## src/hdl/obd_defines.vh

```
// Constants for the option byte configuration decoder
`ifndef OBD_DEFINES_VH
`define OBD_DEFINES_VH

// ****************************************
// Avalon register offsets (byte addresses)
// ****************************************
`define OBD_ADDR_OPT0     4'h0
`define OBD_ADDR_OPT1     4'h4
`define OBD_ADDR_STATUS   4'h8
`define OBD_ADDR_CONTROL  4'hc

// ****************************************
// Option byte 0 and 1 field positions
// ****************************************
`define OBD_O0_PROT_BIT   0
`define OBD_O1_REMAP_HI   7
`define OBD_O1_REMAP_LO   6
`define OBD_O1_SRC_HI     5
`define OBD_O1_SRC_LO     4
`define OBD_O1_RNG_HI     3
`define OBD_O1_RNG_LO     2
`define OBD_O1_RESET_DELAY_SEL_BIT   0

// ****************************************
// Reset values (erased option bytes)
// ****************************************
`define OBD_OPT0_DEFAULT  8'hff
`define OBD_OPT1_DEFAULT  8'hef

// ****************************************
// Clock source and range codes
// ****************************************
`define OBD_SRC_RESONATOR 2'h0
`define OBD_SRC_RESERVED  2'h1
`define OBD_SRC_INTERNAL  2'h2
`define OBD_SRC_EXTERNAL  2'h3
`define OBD_RNG_LOW       2'h0
`define OBD_RNG_MID_LOW   2'h1
`define OBD_RNG_MID_HIGH  2'h2
`define OBD_RNG_HIGH      2'h3

// ****************************************
// Delay counts in CPU cycles
// ****************************************
`define OBD_DELAY_LONG    13'h1000
`define OBD_DELAY_SHORT   13'h0100

`endif

```

## src/hdl/obd_delay_counter.v

```verilog
// Reset and halt-exit delay counter
`timescale 1ns/1ps
`include "obd_defines.vh"
module obd_delay_counter (
  // Clock and reset
  input  wire        clk,
  input  wire        reset,
  // Control
  input  wire        start,
  input  wire        short_sel,
  // Status
  output wire        busy
);
  reg  [12:0] count_reg;
  reg  [12:0] count_next;

  always @* begin
    count_next = count_reg;
    if (start) begin
      count_next = short_sel ? `OBD_DELAY_SHORT : `OBD_DELAY_LONG;
    end else if (count_reg != 13'h0000) begin
      count_next = count_reg - 13'h0001;
    end
  end

  always @(posedge clk or posedge reset) begin
    if (reset) begin
      count_reg <= 13'h0000;
    end else begin
      count_reg <= count_next;
    end
  end

  assign busy = (count_reg != 13'h0000);
endmodule // obd_delay_counter

```

## src/hdl/obd_option_decoder.v

```verilog
// Option byte store, decoder, pin routing and Avalon slave
//
// The implementer's own choices: the register offsets and the Avalon-MM interface to the registers.
`timescale 1ns/1ps
`include "obd_defines.vh"
module obd_option_decoder (
  // Clock and reset
  input  wire        clk,
  input  wire        reset,
  // Avalon-MM slave
  input  wire [3:0]  avs_address,
  input  wire        avs_read,
  input  wire        avs_write,
  input  wire [31:0] avs_writedata,
  input  wire [3:0]  avs_byteenable,
  output reg  [31:0] avs_readdata,
  output wire        avs_waitrequest,
  output reg  [1:0]  avs_response,
  // Programming tool port
  input  wire        prog_mode,
  input  wire        prog_opt_we,
  input  wire        prog_opt_sel,
  input  wire [7:0]  prog_opt_data,
  input  wire        prog_opt_erase,
  input  wire        prog_mem_read_req,
  input  wire        prog_mem_write_req,
  // User memory erase engine
  output reg         user_mem_erase,
  input  wire        user_mem_erase_done,
  // Protection effects
  output reg         readout_protect_n,
  output wire        ext_read_allow,
  output wire        flash_write_allow,
  // Halt exit request
  input  wire        halt_exit,
  output wire        cpu_hold,
  // Decoded configuration
  output reg  [1:0]  alt_function_remap,
  output reg  [1:0]  clock_source_sel,
  output reg  [1:0]  osc_freq_range,
  output reg         reset_delay_sel,
  output reg  [3:0]  clock_range_onehot,
  output reg         clk_src_resonator,
  output reg         clk_src_internal,
  output reg         clk_src_external,
  output reg         clk_src_reserved,
  // Timer and serial functions
  input  wire        timer_cmp_out1,
  input  wire        timer_cmp_out2,
  output wire        timer_cap_in1,
  output wire        timer_cap_in2,
  input  wire        serial2_clk,
  input  wire        serial2_tx,
  output wire        serial2_rx,
  output wire        serial2_avail,
  // Port pins, split into in, out and enable
  input  wire [7:0]  port_pin_in,
  output reg  [7:0]  port_pin_out,
  output reg  [7:0]  port_pin_oe
);
  // ****************************************
  // Pin index map
  // ****************************************
  localparam PIN_D1 = 0;
  localparam PIN_D3 = 1;
  localparam PIN_D4 = 2;
  localparam PIN_D5 = 3;
  localparam PIN_B6 = 4;
  localparam PIN_B7 = 5;
  localparam PIN_C0 = 6;
  localparam PIN_C1 = 7;

  localparam ST_IDLE  = 2'b00;
  localparam ST_ERASE = 2'b01;
  localparam ST_CLEAR = 2'b10;

  // ****************************************
  // Non-volatile image and latched copy
  // ****************************************
  reg  [7:0] nv_opt0_reg = `OBD_OPT0_DEFAULT;
  reg  [7:0] nv_opt1_reg = `OBD_OPT1_DEFAULT;
  reg  [7:0] live_opt0_reg;
  reg  [7:0] live_opt1_reg;
  reg  [1:0] state_reg;
  reg        sampled_reg;
  reg        rsp_reg;
  reg        bad_key_reg;
  wire [7:0] pin_sync;
  wire       delay_busy;
  wire       prot_active;

  // Synchronise pins that come from outside
  genvar g;
  generate
    for (g = 0; g < 8; g = g + 1) begin : g_sync
      obd_pin_sync u_sync (
        .clk       (clk),
        .reset     (reset),
        .pin_in    (port_pin_in[g]),
        .level_out (pin_sync[g])
      );
    end
  endgenerate

  assign prot_active = ~live_opt0_reg[`OBD_O0_PROT_BIT];

  // ****************************************
  // Programming tool writes and erase sequence
  // ****************************************
  always @(posedge clk or posedge reset) begin
    if (reset) begin
      state_reg      <= ST_IDLE;
      user_mem_erase <= 1'b0;
    end else begin
      case (state_reg)
        ST_IDLE: begin
          if (prog_mode && prog_opt_erase) begin
            if (~nv_opt0_reg[`OBD_O0_PROT_BIT]) begin
              user_mem_erase <= 1'b1;
              state_reg      <= ST_ERASE;
            end else begin
              state_reg      <= ST_CLEAR;
            end
          end
        end
        ST_ERASE: begin
          if (user_mem_erase_done) begin
            user_mem_erase <= 1'b0;
            state_reg      <= ST_CLEAR;
          end
        end
        ST_CLEAR: begin
          state_reg <= ST_IDLE;
        end
        default: begin
          state_reg <= ST_IDLE;
        end
      endcase
    end
  end

  // Option store keeps its contents through reset
  always @(posedge clk) begin
    if (state_reg == ST_CLEAR) begin
      nv_opt0_reg <= `OBD_OPT0_DEFAULT;
      nv_opt1_reg <= `OBD_OPT1_DEFAULT;
    end else if ((state_reg == ST_IDLE) && prog_mode && !prog_opt_erase && prog_opt_we && ~prot_active) begin
      if (prog_opt_sel) begin
        nv_opt1_reg <= prog_opt_data;
      end else begin
        nv_opt0_reg <= prog_opt_data;
      end
    end
  end

  // ****************************************
  // Latch at reset release
  // ****************************************
  // sample once after reset
  always @(posedge clk or posedge reset) begin
    if (reset) begin
      live_opt0_reg <= `OBD_OPT0_DEFAULT;
      live_opt1_reg <= `OBD_OPT1_DEFAULT;
      sampled_reg   <= 1'b0;
    end else if (!sampled_reg) begin
      live_opt0_reg <= nv_opt0_reg;
      live_opt1_reg <= nv_opt1_reg;
      sampled_reg   <= 1'b1;
    end
  end

  obd_delay_counter u_delay (
    .clk       (clk),
    .reset     (reset),
    .start     ((~sampled_reg) | halt_exit),
    .short_sel (sampled_reg ? live_opt1_reg[`OBD_O1_RESET_DELAY_SEL_BIT] : nv_opt1_reg[`OBD_O1_RESET_DELAY_SEL_BIT]),
    .busy      (delay_busy)
  );
  assign cpu_hold = delay_busy | ~sampled_reg;

  assign ext_read_allow    = ~prot_active & prog_mem_read_req;
  assign flash_write_allow = ~prot_active & prog_mem_write_req;

  // ****************************************
  // Decoded configuration registers
  // ****************************************
  always @(posedge clk or posedge reset) begin
    if (reset) begin
      readout_protect_n  <= 1'b1;
      alt_function_remap <= 2'h3;
      clock_source_sel   <= `OBD_SRC_INTERNAL;
      osc_freq_range     <= `OBD_RNG_HIGH;
      reset_delay_sel    <= 1'b1;
      clock_range_onehot <= 4'h8;
      clk_src_resonator  <= 1'b0;
      clk_src_internal   <= 1'b1;
      clk_src_external   <= 1'b0;
      clk_src_reserved   <= 1'b0;
    end else begin
      readout_protect_n  <= live_opt0_reg[`OBD_O0_PROT_BIT];
      alt_function_remap <= live_opt1_reg[`OBD_O1_REMAP_HI:`OBD_O1_REMAP_LO];
      clock_source_sel   <= live_opt1_reg[`OBD_O1_SRC_HI:`OBD_O1_SRC_LO];
      osc_freq_range     <= live_opt1_reg[`OBD_O1_RNG_HI:`OBD_O1_RNG_LO];
      reset_delay_sel    <= live_opt1_reg[`OBD_O1_RESET_DELAY_SEL_BIT];
      clock_range_onehot <= 4'h1 << live_opt1_reg[`OBD_O1_RNG_HI:`OBD_O1_RNG_LO];
      clk_src_resonator  <= (live_opt1_reg[`OBD_O1_SRC_HI:`OBD_O1_SRC_LO] == `OBD_SRC_RESONATOR);
      clk_src_reserved   <= (live_opt1_reg[`OBD_O1_SRC_HI:`OBD_O1_SRC_LO] == `OBD_SRC_RESERVED);
      clk_src_internal   <= (live_opt1_reg[`OBD_O1_SRC_HI:`OBD_O1_SRC_LO] == `OBD_SRC_INTERNAL);
      clk_src_external   <= (live_opt1_reg[`OBD_O1_SRC_HI:`OBD_O1_SRC_LO] == `OBD_SRC_EXTERNAL);
    end
  end

  // ****************************************
  // Alternate function routing
  // ****************************************
  // serial 2 available when upper remap set
  assign serial2_avail = alt_function_remap[1];
  assign timer_cap_in1 = alt_function_remap[1] ? pin_sync[PIN_C0] : pin_sync[PIN_D4];
  assign serial2_rx    = alt_function_remap[1] ? pin_sync[PIN_D4] : 1'b1;
  assign timer_cap_in2 = alt_function_remap[0] ? pin_sync[PIN_C1] : pin_sync[PIN_D1];

  always @(posedge clk or posedge reset) begin
    if (reset) begin
      port_pin_out <= 8'h00;
      port_pin_oe  <= 8'h00;
    end else begin
      port_pin_out <= 8'h00;
      port_pin_oe  <= 8'h00;
      if (alt_function_remap[1]) begin
        port_pin_out[PIN_B6] <= timer_cmp_out1;
        port_pin_out[PIN_B7] <= timer_cmp_out2;
        port_pin_out[PIN_D3] <= serial2_clk;
        port_pin_out[PIN_D5] <= serial2_tx;
        port_pin_oe[PIN_B6]  <= 1'b1;
        port_pin_oe[PIN_B7]  <= 1'b1;
        port_pin_oe[PIN_D3]  <= 1'b1;
        port_pin_oe[PIN_D5]  <= 1'b1;
      end else begin
        port_pin_out[PIN_D3] <= timer_cmp_out1;
        port_pin_out[PIN_D5] <= timer_cmp_out2;
        port_pin_oe[PIN_D3]  <= 1'b1;
        port_pin_oe[PIN_D5]  <= 1'b1;
      end
    end
  end

  // ****************************************
  // Avalon-MM slave, read only except writes to CONTROL
  // ****************************************
  assign avs_waitrequest = (avs_read | avs_write) & ~rsp_reg;

  always @(posedge clk or posedge reset) begin
    if (reset) begin
      rsp_reg      <= 1'b0;
      bad_key_reg  <= 1'b0;
      avs_readdata <= 32'h00000000;
      avs_response <= 2'h0;
    end else begin
      rsp_reg <= (avs_read | avs_write) & ~rsp_reg;
      if ((avs_read | avs_write) & ~rsp_reg) begin
        avs_readdata <= 32'h00000000;
        avs_response <= 2'h0;
        if (avs_write) begin
          if (avs_address == `OBD_ADDR_CONTROL) begin
            bad_key_reg <= 1'b1;
          end else begin
            avs_response <= 2'h2;
          end
        end else if (avs_address == `OBD_ADDR_OPT0) begin
          avs_readdata <= {24'h000000, live_opt0_reg};
        end else if (avs_address == `OBD_ADDR_OPT1) begin
          avs_readdata <= {24'h000000, live_opt1_reg};
        end else if (avs_address == `OBD_ADDR_STATUS) begin
          avs_readdata <= {26'h0000000, bad_key_reg, user_mem_erase, delay_busy, sampled_reg,
                           prot_active, clk_src_reserved};
        end else if (avs_address == `OBD_ADDR_CONTROL) begin
          avs_readdata <= {31'h00000000, bad_key_reg};
        end else begin
          avs_response <= 2'h2;
        end
      end
    end
  end
endmodule // obd_option_decoder

```

## src/hdl/obd_pin_sync.v

```verilog
// Three-stage synchroniser with agreement filter
`timescale 1ns/1ps
module obd_pin_sync (
  // Clock and reset
  input  wire clk,
  input  wire reset,
  // Pin side
  input  wire pin_in,
  // Clean level
  output reg  level_out
);
  reg s1_reg;
  reg s2_reg;
  reg s3_reg;

  always @(posedge clk or posedge reset) begin
    if (reset) begin
      s1_reg    <= 1'b0;
      s2_reg    <= 1'b0;
      s3_reg    <= 1'b0;
      level_out <= 1'b0;
    end else begin
      s1_reg <= pin_in;
      s2_reg <= s1_reg;
      s3_reg <= s2_reg;
      if (s2_reg == s3_reg) begin
        level_out <= s3_reg;
      end
    end
  end
endmodule // obd_pin_sync

```

## config.mk

```make
export PLATFORM = sky130hd
export DESIGN_NAME = obd_option_decoder
export DESIGN_NICKNAME = d
export VERILOG_FILES = /design/src/hdl/obd_delay_counter.v /design/src/hdl/obd_option_decoder.v /design/src/hdl/obd_pin_sync.v
export VERILOG_INCLUDE_DIRS = /design/src /design/src/hdl
export SDC_FILE = /design/constraint.sdc
export NUM_CORES = 1
export LEC_CHECK = 0
export ABC_AREA = 1
export BUFFER_PORTS_ARGS = -buffer_cell sky130_fd_sc_hd__buf_2
export CAP_MARGIN = 15
export CORE_AREA = 2 2 95 97
export DETAILED_ROUTE_END_ITERATION = 12
export DIE_AREA = 0 0 97 99
export PLACE_DENSITY = 0.79
export SYNTH_ARGS = -nofsm -noshare
export SYNTH_HDL_FRONTEND = slang
export SYNTH_SLANG_ARGS = --single-unit
```

## constraint.sdc

```tcl
create_clock -name clk -period 5.9 [get_ports clk]
set_clock_uncertainty 0.2 [all_clocks]
set_input_delay 0.885 -clock clk [delete_from_list [all_inputs] [get_ports clk]]
set_output_delay 0.885 -clock clk [all_outputs]
set_load 0.02 [all_outputs]
```

# Yosys cells after proc, flatten, opt, wreduce, memory -nomap -nowiden
# Index checks and enable logic that the tools add are counted.
op_classes:
  reduce_logical: 17
  shift: 1
  magnitude_cmp: 0
  addsub: 1
  multipliers: 0
  bitwise: 10
  n_div: 0
  eq_ne: 15
  mux: 29
op_table:
  columns: ["cell", "n"]
  rows:
  - ["13-bit two-way mux", 3]
  - ["8-bit two-way mux", 3]
  - ["2-bit two-way mux", 10]
  - ["13-bit nonzero test", 1]
  - ["13-bit by 1-bit subtractor with 13-bit output, second input constant", 1]
  - ["1-bit two-way mux", 10]
  - ["4-bit equality test, second input constant", 2]
  - ["2-bit equality test, second input constant", 3]
  - ["6-bit two-way mux", 1]
  - ["2-bit != test, second input constant", 3]
  - ["2-bit AND reduction", 3]
  - ["1-bit logical AND", 5]
  - ["1-bit equality test", 4]
  - ["2-bit by 1-bit equality test with 1-bit output, second input constant", 2]
  - ["4-bit by 3-bit equality test with 1-bit output, second input constant", 1]
  - ["2-bit logical NOT", 2]
  - ["4-bit logical NOT", 1]
  - ["1-bit NOT", 4]
  - ["2-bit one-hot mux with 2 select lines", 1]
  - ["4-bit AND reduction", 1]
  - ["2-bit nonzero test", 2]
  - ["1-bit by 2-bit << shifter with 4-bit output, first input constant", 1]
  - ["1-bit AND", 3]
  - ["1-bit OR", 3]
  - ["3 further kinds", 3]
totals:
  ram_bits: 0
  ff_bits: 125
  out_inout_bits: 75
  input_bits: 72
  rom_bits: 0
  n_memories: 0
  latchBits: 0

# Depth between registers and ports, before layout
# Gate-level depths: netlist of the first run.
depth:
  depth_word: 6
  mapped_depth: 9

# Cells and area by module
# From an unflattened synthesis of the first run, not the netlist that was laid out.
unflattened:
  cells_unflattened: 508
  area_unflattened_um2: 4398.0
modules_own_cells:
  columns: ["mod", "seq_area_each_um2", "cells_each", "n_inst", "area_per_inst_um2"]
  rows:
  - ["obd_option_decoder", 1651.6, 350, 1, 3032.9]
  - ["obd_delay_counter", 325.3, 122, 1, 884.6]
  - ["obd_pin_sync", 100.1, 9, 4, 120.1]

# Worst setup path before layout of the first run
# OpenSTA, ideal clock, no wires.
synth_timing:
  path_type: "input -> output"
  startpoint: "input avs_write"
  endpoint: "output avs_waitrequest"
  stages: 2
  slack_ns: 3.474
  n_path_buf: 0
  t_arrival_ns: 1.341
  cell_sequence: "o21ai_2 inv_1"
synth_via:
  elab_chain_cells: 2
synth_rtl:
  columns: ["element", "line_no", "source"]
  rows:
  - ["start, declared", "obd_option_decoder.v:13", "input wire avs_write,"]
  - ["1-bit OR", "obd_option_decoder.v:250", "assign avs_waitrequest = (avs_read | avs_write) & ~rsp_reg;"]
  - ["1-bit AND", "obd_option_decoder.v:250", null]
  - ["end, declared", "obd_option_decoder.v:17", "output wire avs_waitrequest,"]
# Every way passes these cells.

# Worst setup path after layout of the first run
# Same ends and word-level chain as after synthesis.

==> out/qor.yml, run 1 <==
status: "finished, final reports clean"
tns_ns: 0
grt_max_degree: 82
track_usage_pct: 17.4
clock_path_buffers: 2
num-nets-final: 621
hp-class: "flip-flop to flip-flop"
avgSynthCellArea_sq_um: 8.94
yosys-top-cells-area: "dfrtp_1, dfstp_2, nand2_1"
slew_headroom_pct: 35.6
synth_seq_cells: 97
clk_pin_slew_ns: 0.10
ys_seq_area_share_pct: 56.4
dieHeight_um: 99
whs_ns: 0.156
cts_tree: "done"
worstPathMaxFanout: 10
cts_made_buffers: 9
finalCriticalPeriod_ns: 2.82
setup_violations: 0
netlist_area_sq_um: 4220
hpwlAfterDp_mm: 5.83
routabilityCongestion: 0.847
synth.distinct_cells: 35
postCtsSetupBuffers: 0
p_leak_nw: 2.61
cts_root_buffer: "clkbuf_8"
cts_resized: 0
crit_chain: "buf_2, o21ai_2, inv_1, buf_2"
grt_pass1_vias: 3047
fillers: 773
ant_nets: 0
synth_top_area_share_pct: 33.8
drc_errors: 0
cp-start-kind: "input pin"
h-tree-depth: 3
row_count: 34
cpMaxStageDelayCell: "o21ai_2"
dieArea_sq_um: 9600
antenna_found_initial: 0
critical_path_class: "input pin to output port"
hold_start: "g_sync[7].u_sync.s1_reg"
viasPerCell: 4.74
synth_commonest_cells: "nand2_1, dfrtp_1, inv_1, buf_4, nor2_1"
synth_edf_count: 0
cp-end-kind: "output port"
clock_latency_ns: 0.36
rrSetupSlack_ns: 3.47
fp.dieW_um: 97
fmax_mhz: 354
grt_first_pass_wirelength_mm: 13.5
ir_drop_mv: 0.121
dr.pass1.iters: 4
cap_violations: 0
crit_arrival_ns: 1.74
cts_hold_buf: 0
yosysWarnings: 0
final_util_pct: 55.5
ys.flop_type: "dfrtp_1"
async_flop_share_pct: 83.5
drv_slew: 0
clock_sinks: 97
initial_core_util_pct: 49.3
cpMostUsedCell: "buf_2"
worst_hold_path.endpoint: "g_sync[7].u_sync.s2_reg"
rsz0062_at_grt: "false"
drt-total-wl_mm: 7.94
r2r_start: "port_pin_oe[3]"
layout-drive-gt1-share_pct: 24.5
ff2ff_path_depth: 8
holdPathStages: 0
largest_reg_flops: 13
power_density_nw_per_um2: 333
antennaDiodeCount: 0
synth_top_cell_by_area: "dfrtp_1"
num_vias: 3130
fin_crit_sh_pct: 47.8
yosysMostFrequentCell: "nand2_1"
r2r-end: "u_delay.count_reg[12]"
worst_pin_slew_ns: 0.966
core_region_area_sq_um: 8550
ios: 147
first_iter_violations: 151
critPathRequiredTime_ns: 4.82
synthCells: 472
routed_wire_length_per_instance_um: 12.0
slowest_delay_ns: 0.41
hold_viol: 0
grt_remaining_overflow: 0
syn2layout_area_growth_pct: 12.6
port-buffer-count: 73
[power by group]
group	total [W]	switching, W	internal (W)
Sequential	0.000823	0.0000568	0.000766
Clock	0.000416	0.000250	0.000166
Combinational	0.000344	0.000235	0.000108
Total	0.00158	0.000542	0.00104
[worst max-delay path, delay by kind of cell]
family                 cells  cell delay [ns]
AOI/OAI and AO/OA          1             0.41
buffers and inverters      3             0.44
[stage by stage]
| step | total power (W) | instance area, sq um | instances | worst slack [ns] |
|---|---|---|---|---|
| after floorplan | 0.00110 | 4340 | 504 | 2.77 |
| after global placement | 0.00116 | 4550 | 644 | 3.11 |
| after CTS | 0.00160 | 4750 | 660 | 3.09 |
| after global routing | 0.00168 | 4750 | 660 | 2.98 |
| final | 0.00158 | 4750 | 660 | 3.08 |
| after detailed placement | 0.00118 | 4550 | 644 | 3.09 |
[worst max-delay path by stage]
| stage | end | start | slack, ns | cells after the start |
|---|---|---|---|---|
| floorplan | avs_readdata[0] | reset | 2.77 | 1 |
| global placement | avs_waitrequest | avs_write | 3.11 | 4 |
| detailed placement | avs_waitrequest | avs_write | 3.09 | 4 |
| CTS | avs_waitrequest | avs_write | 3.09 | 4 |
| global route | avs_waitrequest | avs_write | 2.98 | 4 |
| finish | avs_waitrequest | avs_write | 3.08 | 4 |
[routing by layer]
metal / vias to the layer above / GRT usage (%) / wire [um]
met5: - / 0 / 0
met4: 0 / 9.53 / 165
met3: 17 / 2.91 / 394
met2: 89 / 29.7 / 3990
met1: 1474 / 21.0 / 3390
li1: 1550 / - / -
[cell type report]
cell class	count	area, sq um	area share [%]
inverter	54	210	4.43
clock buffer	9	124	2.61
clock inverter	7	77.6	1.63
tap	108	135	2.85
sequential	97	2380	50.1
multi-input combinational	311	1450	30.6
timing repair buffer	74	373	7.85
[cell usage in the layout, fill, tap and decap left out, types with 16 or more instances in the layout]
cell / synthesis / layout
dfrtp_1: 57 / 57
nor2_1: 34 / 34
conb_1: 2 / 34
buf_2: 3 / 73
nand3_1: 33 / 33
dfxtp_1: 16 / 16
nand2_1: 142 / 142
inv_1: 50 / 49
dfstp_2: 24 / 24
o21ai_0: 25 / 25
[logic make-up after synthesis]
family / after synthesis / share of synthesized area (%)
muxes: 3 / 0.801
xor gates and xnor gates: 2 / 0.415
buffers and inverters: 96 / 12.1
and+or+nand+nor: 228 / 23.4
adders and majority gates: 6 / 1.54
other: 2 / 0.178
AOI/OAI and AO/OA: 38 / 5.25
DFF: 97 / 56.4
Power figures use the tool's default switching activity.
==> run 2: changes to the inputs <==
--- a/config.mk
+++ b/config.mk
@@ -9,10 +9,10 @@
 export ABC_AREA = 1
 export BUFFER_PORTS_ARGS = -buffer_cell sky130_fd_sc_hd__buf_2
 export CAP_MARGIN = 15
-export CORE_AREA = 2 2 95 97
+export CORE_AREA = 2 2 100 102
 export DETAILED_ROUTE_END_ITERATION = 12
-export DIE_AREA = 0 0 97 99
-export PLACE_DENSITY = 0.79
+export DIE_AREA = 0 0 102 104
+export PLACE_DENSITY = 0.75
 export SYNTH_ARGS = -nofsm -noshare
 export SYNTH_HDL_FRONTEND = slang
 export SYNTH_SLANG_ARGS = --single-unit
==> constraint.sdc (replaced) <==
create_clock -name clk -period 2.5 [get_ports clk]
set_clock_uncertainty 0.2 [all_clocks]
set_input_delay 0.375 -clock clk [delete_from_list [all_inputs] [get_ports clk]]
set_output_delay 0.375 -clock clk [all_outputs]
set_load 0.02 [all_outputs]
==> out/qor.yml, run 2 (synthesis gave the netlist of run 1 again) <==
hold_start: "prog_opt_data[0]"
cp-start-kind: "flip-flop"
ios: 147
grt_max_degree: 32
clock_sinks: 97
r2r-end: "u_delay.count_reg[6]"
drt-total-wl_mm: 8.04
dieArea_sq_um: 10600
largest_reg_flops: 13
grt_remaining_overflow: 0
whs_ns: 0.0225
stdcell_count: 698
cpMaxStageDelayCell: "dfrtp_1"
fp.dieW_um: 102
p_clk_share_pct: 25.1
drc_errors: 0
cap_violations: 0
cp-end-kind: "output port"
core_region_area_sq_um: 9550
fin_crit_sh_pct: 88.7
ir_drop_mv: 0.226
hp-class: "input pin to flip-flop"
worst_pin_slew_ns: 0.694
port-buffer-count: 73
p_sw_w: 0.00123
cts_tree: "done"
fmax_mhz: 451
dpl.cell_count: 674
fin_area_sq_um: 4900
ant_nets: 0
crit_arrival_ns: 1.64
layout-drive-gt1-share_pct: 24.6
tns_ns: 0
worstPathMaxFanout: 5
critical_path_class: "flip-flop to output port"
final_common_cell: "nand2_1"
syn2layout_area_growth_pct: 16.3
ff2ff_path_depth: 7
p_leak_nw: 2.66
cts_root_buffer: "clkbuf_8"
status: "finished, final reports clean"
power_density_nw_per_um2: 755
routed_wire_length_per_instance_um: 11.5
hpwlAfterDp_mm: 6.06
clock_latency_ns: 0.36
multi_input_area_sq_um: 1450
crit_chain: "inv_1, ha_1, nand3_1, nor2_1, nand2_1, inv_1, nand2_1, buf_2"
num_vias: 3172
rrSetupSlack_ns: 0.76
hold_viol: 0
track_usage_pct: 16.5
slew_headroom_pct: 53.7
first_iter_violations: 109
drv_slew: 0
place_area_sq_um: 4640
finalCriticalPeriod_ns: 2.22
clock_path_buffers: 2
initial_core_util_pct: 44.2
clk_pin_slew_ns: 0.09
grt_pass1_vias: 3097
dieHeight_um: 104
p_int_w: 0.00248
num-nets-final: 634
grt_first_pass_wirelength_mm: 13.9
layout_common_cells: "nand2_1, buf_2, dfrtp_1, inv_1"
fillers: 908
comb_power_share_pct: 22.5
cts_resized: 0
holdPathStages: 3
setup_violations: 0
slowest_delay_ns: 0.44
critPathRequiredTime_ns: 1.92
ff_latch_area_sq_um: 2380
r2r_start: "u_delay.count_reg[0]"
dr.pass1.iters: 5
rsz0062_at_grt: "false"
row_count: 36
worst_hold_path.endpoint: "nv_opt1_reg[0]"
routabilityCongestion: 0.847
swShare_pct: 33.1
power.share.sequential_pct: 52.3
antenna_found_initial: 0
cts_made_buffers: 9
h-tree-depth: 3
antennaDiodeCount: 0
viasPerCell: 4.54
run 2: changes by cell type in the layout (fill, tap and decap cells not counted), moves of 2 or more:
cell	before	now
clkinv_8	2	0
buf_4	1	4
buf_12	0	2
dlygate4sd3_1	0	8
run 2: through the flow:
step	power, W	setup slack (ns)	util [%]
final	0.00370	0.282	51.3
after global placement	0.00276	0.705	48.6
after detailed placement	0.00279	0.692	48.6
after CTS	0.00374	0.264	51.3
after global routing	0.00393	0.161	51.3
after floorplan	0.00259	0.891	-
run 2: power by group through the flow:
| stage | Clock (W) | Combinational (W) | Sequential [W] |
|---|---|---|---|
| after floorplan | 0 | 0.000565 | 0.00202 |
| after global placement | 0 | 0.000800 | 0.00196 |
| after detailed placement | 0 | 0.000827 | 0.00197 |
| after CTS | 0.000962 | 0.000840 | 0.00194 |
| after global routing | 0.00102 | 0.000940 | 0.00197 |
| final | 0.000931 | 0.000834 | 0.00194 |
run 2: how the worst max path moves through the flow:
stage                                    start        to  slack, ns  cells after the start
after detailed placement  u_delay.count_reg[0]  cpu_hold       0.69                      8
after global placement    u_delay.count_reg[0]  cpu_hold       0.70                      8
after floorplan           u_delay.count_reg[0]  cpu_hold       0.89                      7
after global routing      u_delay.count_reg[0]  cpu_hold       0.16                      8
after CTS                 u_delay.count_reg[0]  cpu_hold       0.26                      8
final                     u_delay.count_reg[0]  cpu_hold       0.28                      8
run 2: cell type report:
class	count	share of cell area [%]
Sequential cell	97	48.5
Tap cell	133	3.39
Multi-Input combinational cell	311	29.6
Clock buffer	11	2.88
Clock inverter	5	0.791
Inverter	54	4.34
Timing Repair Buffer	87	10.5
run 2: critical path: cells and delay by family (launching register included):
kind	cells	cell delay (ns)
fa+ha+maj	1	0.19
buf+inv	3	0.36
simple gates	4	0.31
flops	1	0.44
run 2: repair_timing:
action                                 CTS  global route
setup buffers                            0             0
endpoints found under the hold margin   22             0
hold buffers                             8             0
run 2: per-layer routing:
layer	share of wire (%)	GRT usage, %	vias to the layer above
met4	3.3	10.3	0
met5	0	0	-
met2	49	26.0	85
li1	-	-	1577
met1	43	20.6	1489
met3	4.7	3.36	21
